[src/common/aie_pkg.sv]
// Constants and types shared by the accumulator execution block
package aie_pkg;
    // ----------------------------------------
    // Bus geometry
    // ----------------------------------------
    localparam int ADDR_W = 8;
    localparam int DATA_W = 32;
    localparam logic [1:0] RESP_OKAY   = 2'h0;
    localparam logic [1:0] RESP_SLVERR = 2'h2;

    // ----------------------------------------
    // Register byte offsets
    // ----------------------------------------
    localparam logic [7:0] REG_INSTR = 8'h00;   // Write runs one instruction
    localparam logic [7:0] REG_ACC   = 8'h04;   // Accumulator
    localparam logic [7:0] REG_STAT  = 8'h08;   // Zero, carry, irq enable
    localparam logic [7:0] REG_PC    = 8'h0C;   // Program counter, read only
    localparam logic [7:0] REG_FADDR = 8'h10;   // File register pointer
    localparam logic [7:0] REG_FDATA = 8'h14;   // File register at pointer
    localparam logic [7:0] REG_STACK = 8'h18;   // Write pushes, read top

    // ----------------------------------------
    // Instruction word fields
    // ----------------------------------------
    localparam int OP_LSB    = 0;
    localparam int OP_W      = 4;
    localparam int TGT_BIT   = 4;
    localparam int FADDR_LSB = 5;
    localparam int LIT_LSB   = 12;
    localparam int INSTR_W   = 20;

    // ----------------------------------------
    // Status fields and sizes
    // ----------------------------------------
    localparam int STAT_Z   = 0;
    localparam int STAT_C   = 1;
    localparam int STAT_IRQ = 2;
    localparam int FADDR_W  = 7;
    localparam int FILE_N   = 128;
    localparam int PC_W     = 13;
    localparam int STK_N    = 8;
    localparam int STK_W    = 3;

    // ----------------------------------------
    // Reset values
    // ----------------------------------------
    localparam logic [7:0]  ACC_RST   = 8'h00;
    localparam logic [7:0]  FILE_RST  = 8'h00;
    localparam logic [PC_W-1:0] PC_RST = 13'h0000;
    localparam logic [INSTR_W-1:0] INSTR_RST = 20'h00000;

    // Operation codes, numbered in declaration order
    typedef enum logic [OP_W-1:0] {
        IDLE_OP,
        OR_LITERAL_OP,
        LOAD_LITERAL_OP,
        OR_FILE_OP,
        STORE_ACCUMULATOR_OP,
        MOVE_FILE_OP,
        INTERRUPT_RETURN_OP,
        ROTATE_LEFT_OP
    } aie_op_t;
endpackage

[src/common/aie_file_if.sv]
// Ports between the execution core and its file register bank
`timescale 1ns/1ns
interface aie_file_if;
    logic [6:0] exec_addr;   // Operand address from the instruction
    logic [7:0] exec_data;   // Operand value
    logic [6:0] bus_addr;    // Software pointer
    logic [7:0] bus_data;    // Value at the pointer
    logic       we;          // Write strobe
    logic [6:0] waddr;       // Write address
    logic [7:0] wdata;       // Write value

    modport bank (input exec_addr, bus_addr, we, waddr, wdata,
                  output exec_data, bus_data);
    modport core (output exec_addr, bus_addr, we, waddr, wdata,
                  input exec_data, bus_data);
endinterface

[src/rtl/aie_core.sv]
// Accumulator instruction executor with an AXI4-Lite register slave
//
// Operation
// - OR literal into accumulator, update zero
// - Load literal into accumulator, flags untouched
// - OR accumulator with file, route, update zero
// - Target bit 0 to accumulator, 1 to file
// - Store accumulator to file, flags untouched
// - Move file to target, update zero
// - Move to itself rewrites value, updates zero
// - Return: stack top to counter, enable irqs
// - Rotate left through carry, only carry changes
// - Rotate result routed by target bit
// - Return pops the hardware stack
//
// The implementer's own choices: the register addresses and the AXI4-Lite slave port.
`timescale 1ns/1ns
module aie_core
    import aie_pkg::*;
(
    input  wire logic              aclk,
    input  wire logic              aresetn,
    input  wire logic [ADDR_W-1:0] awaddr,
    input  wire logic              awvalid,
    output logic                   awready,
    input  wire logic [DATA_W-1:0] wdata,
    input  wire logic [3:0]        wstrb,
    input  wire logic              wvalid,
    output logic                   wready,
    output logic [1:0]             bresp,
    output logic                   bvalid,
    input  wire logic              bready,
    input  wire logic [ADDR_W-1:0] araddr,
    input  wire logic              arvalid,
    output logic                   arready,
    output logic [DATA_W-1:0]      rdata,
    output logic [1:0]             rresp,
    output logic                   rvalid,
    input  wire logic              rready,
    output logic                   irq_master_on
);
    // ----------------------------------------
    // Helpers
    // ----------------------------------------
    // Offsets answered by this slave
    function automatic logic is_mapped(input logic [ADDR_W-1:0] a);
        return (a == REG_INSTR) || (a == REG_ACC) || (a == REG_STAT) ||
               (a == REG_PC) || (a == REG_FADDR) || (a == REG_FDATA) ||
               (a == REG_STACK);
    endfunction

    // Byte enables widened to a bit mask
    function automatic logic [DATA_W-1:0] lane_mask(input logic [3:0] s);
        return {{8{s[3]}}, {8{s[2]}}, {8{s[1]}}, {8{s[0]}}};
    endfunction

    // ----------------------------------------
    // State
    // ----------------------------------------
    logic [ADDR_W-1:0]  awaddr_q;        // Held write address
    logic               aw_full_q;       // Address captured
    logic [DATA_W-1:0]  wdata_q;         // Held write data
    logic [3:0]         wstrb_q;         // Held byte enables
    logic               w_full_q;        // Data captured
    logic [INSTR_W-1:0] instr_q;         // Last instruction word
    logic               exec_q;          // One-cycle run pulse
    logic [7:0]         acc_q;           // Accumulator
    logic               z_q;             // Zero flag
    logic               c_q;             // Carry flag
    logic [PC_W-1:0]    pc_q;            // Program counter
    logic [FADDR_W-1:0] faddr_q;         // Software file pointer
    logic [PC_W-1:0]    stk_q [STK_N];   // Return stack
    logic [STK_W-1:0]   sp_q;            // Next free stack slot

    aie_file_if fp ();

    // ----------------------------------------
    // Write decode
    // ----------------------------------------
    logic              wr_go;       // Both halves held, no response owed
    logic [DATA_W-1:0] wr_mask;     // Bit mask from strobes
    logic              wr_hit;      // Address is mapped
    assign wr_go   = aw_full_q && w_full_q && !bvalid;
    assign wr_mask = lane_mask(wstrb_q);
    assign wr_hit  = is_mapped(awaddr_q);

    // Per-register write strobes
    logic wr_instr;
    logic wr_acc;
    logic wr_stat;
    logic wr_faddr;
    logic wr_fdata;
    logic wr_stack;
    assign wr_instr = wr_go && (awaddr_q == REG_INSTR);
    assign wr_acc   = wr_go && (awaddr_q == REG_ACC) && wstrb_q[0];
    assign wr_stat  = wr_go && (awaddr_q == REG_STAT) && wstrb_q[0];
    assign wr_faddr = wr_go && (awaddr_q == REG_FADDR) && wstrb_q[0];
    assign wr_fdata = wr_go && (awaddr_q == REG_FDATA) && wstrb_q[0];
    assign wr_stack = wr_go && (awaddr_q == REG_STACK) && wstrb_q[0];

    // ----------------------------------------
    // Instruction fields
    // ----------------------------------------
    aie_op_t            op;
    logic               tgt;
    logic [FADDR_W-1:0] f_addr;
    logic [7:0]         lit;
    logic [7:0]         f_rd;
    logic [PC_W-1:0]    stack_top;
    assign op        = aie_op_t'(instr_q[OP_LSB +: OP_W]);
    assign tgt       = instr_q[TGT_BIT];
    assign f_addr    = instr_q[FADDR_LSB +: FADDR_W];
    assign lit       = instr_q[LIT_LSB +: 8];
    assign f_rd      = fp.exec_data;
    assign stack_top = stk_q[sp_q - 3'h1];

    // ----------------------------------------
    // Execute datapath
    // ----------------------------------------
    logic [7:0] res;      // Result of the operation
    logic       to_acc;   // Result goes to the accumulator
    logic       to_file;  // Result goes to the file register
    logic       upd_z;    // Zero flag follows the result
    logic       upd_c;    // Carry takes old bit 7
    logic       do_ret;   // Pop and reload the counter

    // Unknown codes fall to the default and behave as idle
    always_comb
    begin
        res     = acc_q;
        to_acc  = 1'b0;
        to_file = 1'b0;
        upd_z   = 1'b0;
        upd_c   = 1'b0;
        do_ret  = 1'b0;
        case (op)
            OR_LITERAL_OP:
            begin
                res    = acc_q | lit;
                to_acc = 1'b1;
                upd_z  = 1'b1;
            end
            LOAD_LITERAL_OP:
            begin
                res    = lit;
                to_acc = 1'b1;
            end
            OR_FILE_OP:
            begin
                res     = acc_q | f_rd;
                to_acc  = !tgt;
                to_file = tgt;
                upd_z   = 1'b1;
            end
            STORE_ACCUMULATOR_OP:
            begin
                res     = acc_q;
                to_file = 1'b1;
            end
            MOVE_FILE_OP:
            begin
                // Rewriting the same value lets software test it for zero
                res     = f_rd;
                to_acc  = !tgt;
                to_file = tgt;
                upd_z   = 1'b1;
            end
            INTERRUPT_RETURN_OP:
            begin
                do_ret = 1'b1;
            end
            ROTATE_LEFT_OP:
            begin
                res     = {f_rd[6:0], c_q};
                to_acc  = !tgt;
                to_file = tgt;
                upd_c   = 1'b1;
            end
            default:
            begin
                res = acc_q;
            end
        endcase
    end

    // ----------------------------------------
    // File bank hookup
    // ----------------------------------------
    // Execute and software writes never share a cycle; execute wins anyway
    assign fp.exec_addr = f_addr;
    assign fp.bus_addr  = faddr_q;
    assign fp.we        = (exec_q && to_file) || wr_fdata;
    assign fp.waddr     = (exec_q && to_file) ? f_addr : faddr_q;
    assign fp.wdata     = (exec_q && to_file) ? res : wdata_q[7:0];

    aie_file_bank u_bank (
        .aclk    (aclk),
        .aresetn (aresetn),
        .fp      (fp)
    );

    // ----------------------------------------
    // AXI write channels
    // ----------------------------------------
    // Address and data are taken in any order, held until the response
    always_ff @(posedge aclk)
    begin
        if (!aresetn)
        begin
            awready   <= 1'b1;
            wready    <= 1'b1;
            aw_full_q <= 1'b0;
            w_full_q  <= 1'b0;
            awaddr_q  <= 8'h00;
            wdata_q   <= 32'h00000000;
            wstrb_q   <= 4'h0;
            bvalid    <= 1'b0;
            bresp     <= RESP_OKAY;
        end
        else
        begin
            // Capture the address
            if (awvalid && awready)
            begin
                awaddr_q  <= awaddr;
                aw_full_q <= 1'b1;
                awready   <= 1'b0;
            end
            // Capture the data
            if (wvalid && wready)
            begin
                wdata_q  <= wdata;
                wstrb_q  <= wstrb;
                w_full_q <= 1'b1;
                wready   <= 1'b0;
            end
            // Commit and answer; unmapped offsets get SLVERR
            if (wr_go)
            begin
                aw_full_q <= 1'b0;
                w_full_q  <= 1'b0;
                bvalid    <= 1'b1;
                bresp     <= wr_hit ? RESP_OKAY : RESP_SLVERR;
            end
            // Response taken, reopen both channels
            if (bvalid && bready)
            begin
                bvalid  <= 1'b0;
                awready <= 1'b1;
                wready  <= 1'b1;
            end
        end
    end

    // ----------------------------------------
    // AXI read channels
    // ----------------------------------------
    // One read at a time; data ready one cycle after the address
    always_ff @(posedge aclk)
    begin
        if (!aresetn)
        begin
            arready <= 1'b1;
            rvalid  <= 1'b0;
            rdata   <= 32'h00000000;
            rresp   <= RESP_OKAY;
        end
        else if (arvalid && arready)
        begin
            arready <= 1'b0;
            rvalid  <= 1'b1;
            rresp   <= is_mapped(araddr) ? RESP_OKAY : RESP_SLVERR;
            case (araddr)
                REG_INSTR: rdata <= {12'h000, instr_q};
                REG_ACC:   rdata <= {24'h000000, acc_q};
                REG_STAT:  rdata <= {29'h00000000, irq_master_on, c_q, z_q};
                REG_PC:    rdata <= {19'h00000, pc_q};
                REG_FADDR: rdata <= {25'h0000000, faddr_q};
                REG_FDATA: rdata <= {24'h000000, fp.bus_data};
                REG_STACK: rdata <= {19'h00000, stack_top};
                default:   rdata <= 32'h00000000;
            endcase
        end
        else if (rvalid && rready)
        begin
            rvalid  <= 1'b0;
            arready <= 1'b1;
        end
    end

    // ----------------------------------------
    // Instruction register and run pulse
    // ----------------------------------------
    always_ff @(posedge aclk)
    begin
        if (!aresetn)
        begin
            instr_q <= INSTR_RST;
            exec_q  <= 1'b0;
        end
        else
        begin
            exec_q <= wr_instr;
            if (wr_instr)
            begin
                instr_q <= (instr_q & ~wr_mask[INSTR_W-1:0]) |
                           (wdata_q[INSTR_W-1:0] & wr_mask[INSTR_W-1:0]);
            end
        end
    end

    // ----------------------------------------
    // Accumulator and pointer
    // ----------------------------------------
    always_ff @(posedge aclk)
    begin
        if (!aresetn)
        begin
            acc_q   <= ACC_RST;
            faddr_q <= 7'h00;
        end
        else
        begin
            if (exec_q && to_acc)
            begin
                acc_q <= res;
            end
            else if (wr_acc)
            begin
                acc_q <= wdata_q[7:0];
            end
            if (wr_faddr)
            begin
                faddr_q <= wdata_q[FADDR_W-1:0];
            end
        end
    end

    // ----------------------------------------
    // Status flags
    // ----------------------------------------
    // Only operations that own a flag touch it
    always_ff @(posedge aclk)
    begin
        if (!aresetn)
        begin
            z_q           <= 1'b0;
            c_q           <= 1'b0;
            irq_master_on <= 1'b0;
        end
        else if (exec_q)
        begin
            if (upd_z)
            begin
                z_q <= (res == 8'h00);
            end
            if (upd_c)
            begin
                c_q <= f_rd[7];
            end
            if (do_ret)
            begin
                irq_master_on <= 1'b1;
            end
        end
        else if (wr_stat)
        begin
            z_q           <= wdata_q[STAT_Z];
            c_q           <= wdata_q[STAT_C];
            irq_master_on <= wdata_q[STAT_IRQ];
        end
    end

    // ----------------------------------------
    // Program counter and return stack
    // ----------------------------------------
    // The stack is circular: popping an empty stack wraps, as in hardware
    always_ff @(posedge aclk)
    begin
        if (!aresetn)
        begin
            pc_q <= PC_RST;
            sp_q <= 3'h0;
            for (int i = 0; i < STK_N; i++)
            begin
                stk_q[i] <= PC_RST;
            end
        end
        else if (exec_q)
        begin
            if (do_ret)
            begin
                pc_q <= stack_top;
                sp_q <= sp_q - 3'h1;
            end
            else
            begin
                pc_q <= pc_q + 13'h0001;
            end
        end
        else if (wr_stack)
        begin
            stk_q[sp_q] <= (wdata_q[PC_W-1:0] & wr_mask[PC_W-1:0]);
            sp_q        <= sp_q + 3'h1;
        end
    end
endmodule

[src/rtl/aie_file_bank.sv]
// File register bank: flip-flop storage with two read ports
`timescale 1ns/1ns
module aie_file_bank
    import aie_pkg::*;
(
    input  wire logic  aclk,
    input  wire logic  aresetn,
    aie_file_if.bank   fp
);
    // ----------------------------------------
    // Storage
    // ----------------------------------------
    logic [7:0] mem_q [FILE_N];   // One byte per address

    // Single write port, cleared at reset
    always_ff @(posedge aclk)
    begin
        if (!aresetn)
        begin
            for (int i = 0; i < FILE_N; i++)
            begin
                mem_q[i] <= FILE_RST;
            end
        end
        else if (fp.we)
        begin
            mem_q[fp.waddr] <= fp.wdata;
        end
    end

    // Reads are combinational so an instruction runs in one cycle
    assign fp.exec_data = mem_q[fp.exec_addr];
    assign fp.bus_data  = mem_q[fp.bus_addr];
endmodule

[config.mk]
export PLATFORM = sky130hd
export DESIGN_NAME = aie_core
export DESIGN_NICKNAME = d
export VERILOG_FILES = /design/src/common/aie_pkg.sv /design/src/common/aie_file_if.sv /design/src/rtl/aie_core.sv /design/src/rtl/aie_file_bank.sv
export SDC_FILE = /design/constraint.sdc
export NUM_CORES = 2
export LEC_CHECK = 0
export ABC_AREA = 1
export BUFFER_PORTS_ARGS = -buffer_cell sky130_fd_sc_hd__clkbuf_2
export CAP_MARGIN = 30
export CORE_MARGIN = 2
export CORE_UTILIZATION = 30
export DETAILED_ROUTE_END_ITERATION = 7
export PLACE_DENSITY = 0.5
export SYNTH_ARGS = -nofsm -noshare
export SYNTH_HDL_FRONTEND = slang
export SYNTH_SLANG_ARGS = --single-unit
[constraint.sdc]
create_clock -name aclk -period 4.9 [get_ports aclk]
set_clock_uncertainty 0.1 [all_clocks]
set_input_delay 0.49 -clock aclk [delete_from_list [all_inputs] [get_ports aclk]]
set_output_delay 0.49 -clock aclk [all_outputs]
set_load 0.02 [all_outputs]
Word-level counts from Yosys, hierarchy flattened:

Memory sizes are Yosys's and may differ from the RTL's. A register that Yosys moved wholly into a read port is not among the register bits.
Index checks and enable logic that the tools add are counted.

* add/subtract/negate cells: 3
* multiply operators: 0
* divide/modulo/power cells: 0
* order comparisons: 0
* eq/ne operators: 22
* shift operators: 0
* muxes and demuxes: 48
* bitwise operators: 8
* reduce and logical (&&, ||, !) cells: 53

Operators with widths (count)
* case mux 20 bit (7 select lines): 1
* == test 8 x 5 -> 1 bit, second input constant: 6
* two-way mux 7 bit: 6
* bitwise AND 20 bit: 2
* case mux 8 bit (5 select lines): 1
* == test 8 x 4 -> 1 bit, second input constant: 4
* two-way mux 8 bit: 4
* two-way mux 1 bit: 26
* two-way mux 13 bit: 2
* logical NOT 8 bit: 3
* logical AND 1 bit: 20
* inverter 20 bit: 1
* bitwise OR 20 bit: 1
* == test 4 x 3 -> 1 bit, second input constant: 4
* == test 8 x 3 -> 1 bit, second input constant: 2
* bitwise OR 8 bit: 2
* adder 13 x 1 -> 13 bit, second input constant: 1
* bitwise AND 13 bit: 1
* logical OR 1 bit: 13
* OR reduction 13 bit: 1
* two-way mux 3 bit: 4
* == test 4 x 2 -> 1 bit, second input constant: 2
* AND reduction 2 bit: 4
* nonzero test 2 bit: 4
* 11 further kinds: 19

* register bits after elaboration: 129
* latch bits: 0
* bits in writable memories: 1128
* bits in read-only memories: 0
* bits of input ports: 59
* logic and storage cells: 158
* memories: 2

Memories
* u_bank.mem_q: words 128, width 8, read ports 2, clocked after memory_dff 2, wr ports 128, RTL line aie_file_bank.sv:13 `logic [7:0] mem_q [FILE_N];`
* stk_q: words 8, width 13, read ports 1, clocked after memory_dff 0, wr ports 8, RTL line aie_core.sv:72 `logic [PC_W-1:0] stk_q [STK_N];`

Longest topological paths before layout:

* depth in word-level cells: 10
* gate-level depth with buffers: 21
* mapped depth without buffers: 18

Cells and area by module:

From an unflattened synthesis, not the netlist that was laid out.

* cell total of the unflattened synthesis: 8520
* area, all modules: 66948.0 µm²

By module, submodules not included
* aie_file_bank: instances 1, cells each 7197, area an instance 56452.9 µm²
* aie_core: instances 1, cells each 1323, area an instance 10495.1 µm²

Worst setup path after synthesis:

Ideal clock, no wire load.

* path kind: register to register
* start: register (tool-made name)
* end: memory u_bank.mem_q[60][0], enable pin
* library setup time: 0.329 ns
* arrival time: 2.681 ns
* setup slack: 1.791 ns
* cell stages (with the launch flop): 16
* buffers on the path: 2
* period minus slack after synthesis: 3.109 ns
* cells stage by stage: dfxtp_1 nor2_1 inv_2 nor2_4 inv_2 nor2_2 a21oi_1 o22ai_1 nand2_1 a21oi_1 inv_2 buf_2 nor3_2 buf_2 nand2_1 nand2_1

RTL lines (RTL line)
* end, declared: aie_file_bank.sv:13

==> out/results.tsv <==
stage	metric	value	unit
detailed_routing	route.detailed.drc	0	
clock_tree	clk_path_buf_depth	3	
status	outcome	finished clean	
critical_path	max_stage_delay	0.60	ns
detailed_routing	viasPerCell	5.60	
layout	syn_to_final_growth	14.3	%
layout	layout.filler_cells	22473	
critical_path	r2r.worst_path.cells	14	
sta	hold_viol_final	0	
detailed_routing	ant_nets	0	
critical_path	critPathBufInv	4	
critical_path	path_max_fanout	16	
hold_path	hold_path_depth	5	
global_route	grt_pass1_wl	388000	um
layout	layout.nets	8041	
hold_path	hp-start	araddr[0]	
critical_path	cp_top_family	simple AND/OR/NAND/NOR gates	
clock_tree	cts_made_buffers	149	
synthesis	synthFlopType	edfxtp_1	
clock_tree	cts_root_buf	clkbuf_16	
sta	holdWs	0.0862	ns
sta	setup_violations	0	
layout	fin_cells	10970	
critical_path	cpMaxStageDelayCell	nor3_1	
die	dieWidth	473	um
sta	relSlewSlack	0.289	
place	globalplace.congestion	0.945	
detailed_routing	drtIter0Drc	8156	
hold_path	min_to	rresp[1]	
synthesis	synth_area	0.0660	sq mm
synthesis	postSynth.asyncResetShare	0	
place	dpl.hpwl	164000	um
clock_tree	path_clk_slew	0.06	ns
critical_path	start_kind	register	
die	ios	101	
clock_tree	clock-sinks	1257	
clock_tree	worstSkewPairLatency	0.82	ns
die	core-area	0.219	sq mm
clock_tree	cts_tree	yes	
critical_path	endpoint_kind	register	
critical_path	crit_chain	nor2_1 > inv_2 > nor2_4 > inv_2 > nor2_2 > a21oi_1 > o22ai_1 > nand2_1 > a21oi_1 > buf_4 > inv_2 > nor3_1 > nand2_1 > nand2_1	
global_route	grt_pass1_vias	57771	
sta	max_freq	212	MHz
sta	fin_crit	4.72	ns
place	portBuffers	73	
global_route	antenna_found_initial	9	
critical_path	timing.setup.critical_path_class	reg -> reg	
synthesis	ys_types	46	
die	start_util	0.301	
synthesis	synth_edf_count	1128	
synthesis	yosysWarnings	0	
place	place_inst	10635	
power	leakagePower	27.2	nW
synthesis	synthCells	8110	
global_route	overflow	0	
detailed_routing	first_pass_iters	8	
layout	drive_gt1_frac	0.0694	
sta	drv_slew	0	
critical_path	r2r_end	u_bank.mem_q[79][1]	
sta	worst_pin_slew	1.07	ns
critical_path	r2r_slack	0.18	ns
global_route	grt_max_degree	136	
clock_tree	cts_htree_levels	4	
detailed_routing	routedWlPerCell	24.4	um
power	peakVddDrop	288	uV
die	die_y	473	um
synthesis	ys_ff_latch	1257	
critical_path	cp.arrival	5.06	ns
synthesis	syn_avg_cell_area	8.14	sq um
power	powerDensity	330	mW/mm^2
job	maxCapViolCount	0	
detailed_routing	via_count	61413	
die	num_rows	172	
die	dieArea	0.224	sq mm
detailed_routing	wirelength	268000	um
sta	fin_setup_tns	0	ns
hold_path	hold_class	in -> reg	
global_route	grt_usage	0.231	
synthesis	ys_seq_area_frac	0.552	
sta	fin_crit_sh	0.963	
sta	rsz0062_at_grt	no	
critical_path	required	5.24	ns
[worst max-delay path by stage]
| stage | from | to | slack [ns] | cells after the start |
|---|---|---|---|---|
| 6_report | register | u_bank.mem_q[79][1] | 0.18 | 14 |
| 5_1_grt | register | u_bank.mem_q[79][1] | 0.02 | 14 |
| 4_1_cts | register | u_bank.mem_q[23][4] | 0.24 | 14 |
| 3_5_place_dp | register | u_bank.mem_q[23][5] | 0.27 | 14 |
| 3_3_place_gp | register | u_bank.mem_q[23][0] | 0.23 | 14 |
| 2_1_floorplan | register | u_bank.mem_q[60][0] | 1.79 | 15 |
[layer usage]
layer / track usage / share of wire / vias up
met1: 0.316 / 0.41 / 29818
li1: - / - / 27454
met3: 0.0444 / 0.098 / 557
met2: 0.359 / 0.45 / 3576
met5: 0 / 0.00022 / -
met4: 0.0886 / 0.037 / 8
[flip-flops by register name, summed over array words and instances (netlist names), 3 cells and up, named ones only]
register	flops
u_bank.mem_q	1024
stk_q	104
rdata	20
wdata_q	20
pc_q	13
acc_q	8
awaddr_q	8
faddr_q	7
instr_q	7
sp_q	3
wstrb_q	3
[what timing repair did]
| item | CTS | global route |
|---|---|---|
| setup buffers | 0 | 0 |
| endpoints found under the hold margin | 49 | 0 |
| hold buffers | 62 | 0 |
| endpoints found under the setup margin | 0 | 24 |
| gates resized for setup | 0 | 3 |
[worst reg2reg max path: stages (launching register included)]
cell	delay (ns)
dfxtp_1	0.34
nor2_1	0.18
inv_2	0.07
nor2_4	0.23
inv_2	0.09
nor2_2	0.11
a21oi_1	0.05
o22ai_1	0.18
nand2_1	0.34
a21oi_1	0.55
buf_4	0.23
inv_2	0.16
nor3_1	0.61
nand2_1	0.55
nand2_1	0.56
[cells in the final DEF (no fill, tap or decap), types with 11 or more instances in the layout]
| cell | n |
|---|---|
| conb_1 | 14 |
| o21ai_0 | 728 |
| nor3_1 | 23 |
| clkbuf_16 | 155 |
| dlygate4sd3_1 | 62 |
| dfxtp_1 | 119 |
| buf_12 | 57 |
| bufinv_16 | 11 |
| inv_1 | 104 |
| clkinv_1 | 32 |
| nor2_1 | 1892 |
| a21oi_1 | 92 |
| o211ai_1 | 11 |
| clkinv_2 | 18 |
| edfxtp_1 | 1128 |
| clkbuf_1 | 38 |
| inv_2 | 19 |
| buf_4 | 160 |
| nand3_1 | 1070 |
| o22ai_1 | 318 |
| clkbuf_2 | 72 |
| nand2_1 | 1828 |
| a211oi_1 | 17 |
[report_power, final]
part / leakage [nW] / switching, mW / internal (mW)
Clock: 2.37 / 4.83 / 6.50
Combinational: 12.1 / 1.02 / 0.325
Sequential: 12.7 / 0.202 / 12.0
Total: 27.2 / 6.05 / 18.8
[layout make-up]
type / count / area, sq um / area share
clock inverters: 71 / 754 / 0.0100
repair buffers: 355 / 3380 / 0.0448
clock buffers: 199 / 4100 / 0.0544
well taps: 2871 / 3590 / 0.0476
multi-input cells: 6079 / 26600 / 0.352
flip-flops and latches: 1257 / 36500 / 0.484
diodes: 1 / 2.50 / 0.0000332
inverters: 137 / 552 / 0.00731
[cells in the mapped netlist, drive strengths merged (2+ instances only)]
cell,instances,share of area
dfxtp,129,0.039
a211oi,17,0.0019
nand3,1070,0.081
clkbuf,470,0.027
o31ai,3,0.00034
a21oi,92,0.0070
a31oi,7,0.00066
ha,3,0.00057
o311ai,2,0.00027
or2,2,0.00019
nor2,1895,0.11
edfxtp,1128,0.51
a221oi,9,0.0012
nand2,1829,0.10
clkinv,10,0.00057
inv,127,0.0072
o22ai,318,0.030
o221ai,4,0.00053
o32ai,2,0.00027
nand4,4,0.00038
a2111oi,6,0.00080
buf,180,0.013
o21ai,742,0.056
and3,2,0.00019
nor3,34,0.0030
o211ai,11,0.0013
xor2,3,0.00040
[cell families (layout without fill, tap and decap cells)]
kind of cell,after synthesis,after routing,synth area share
compound gates,1221,1221,0.102
xor+xnor,4,4,0.000531
fa+ha+maj,3,3,0.000569
buf+inv,787,762,0.0478
flops,1257,1257,0.552
other cells,1,15,0.0000568
simple gates,4837,4837,0.297
[through the flow]
stage               area, sq um  setup WS, ns  total power, mW  utilization
floorplan                 66000          1.79             13.1            -
global placement          69900         0.232             13.7        0.319
detailed placement        70000         0.268             13.7        0.319
CTS                       75400         0.240             25.0        0.344
global route              75500        0.0235             25.5        0.344
finish                    75500         0.183             24.9        0.344
No activity file was read; power rests on OpenSTA's default activity.
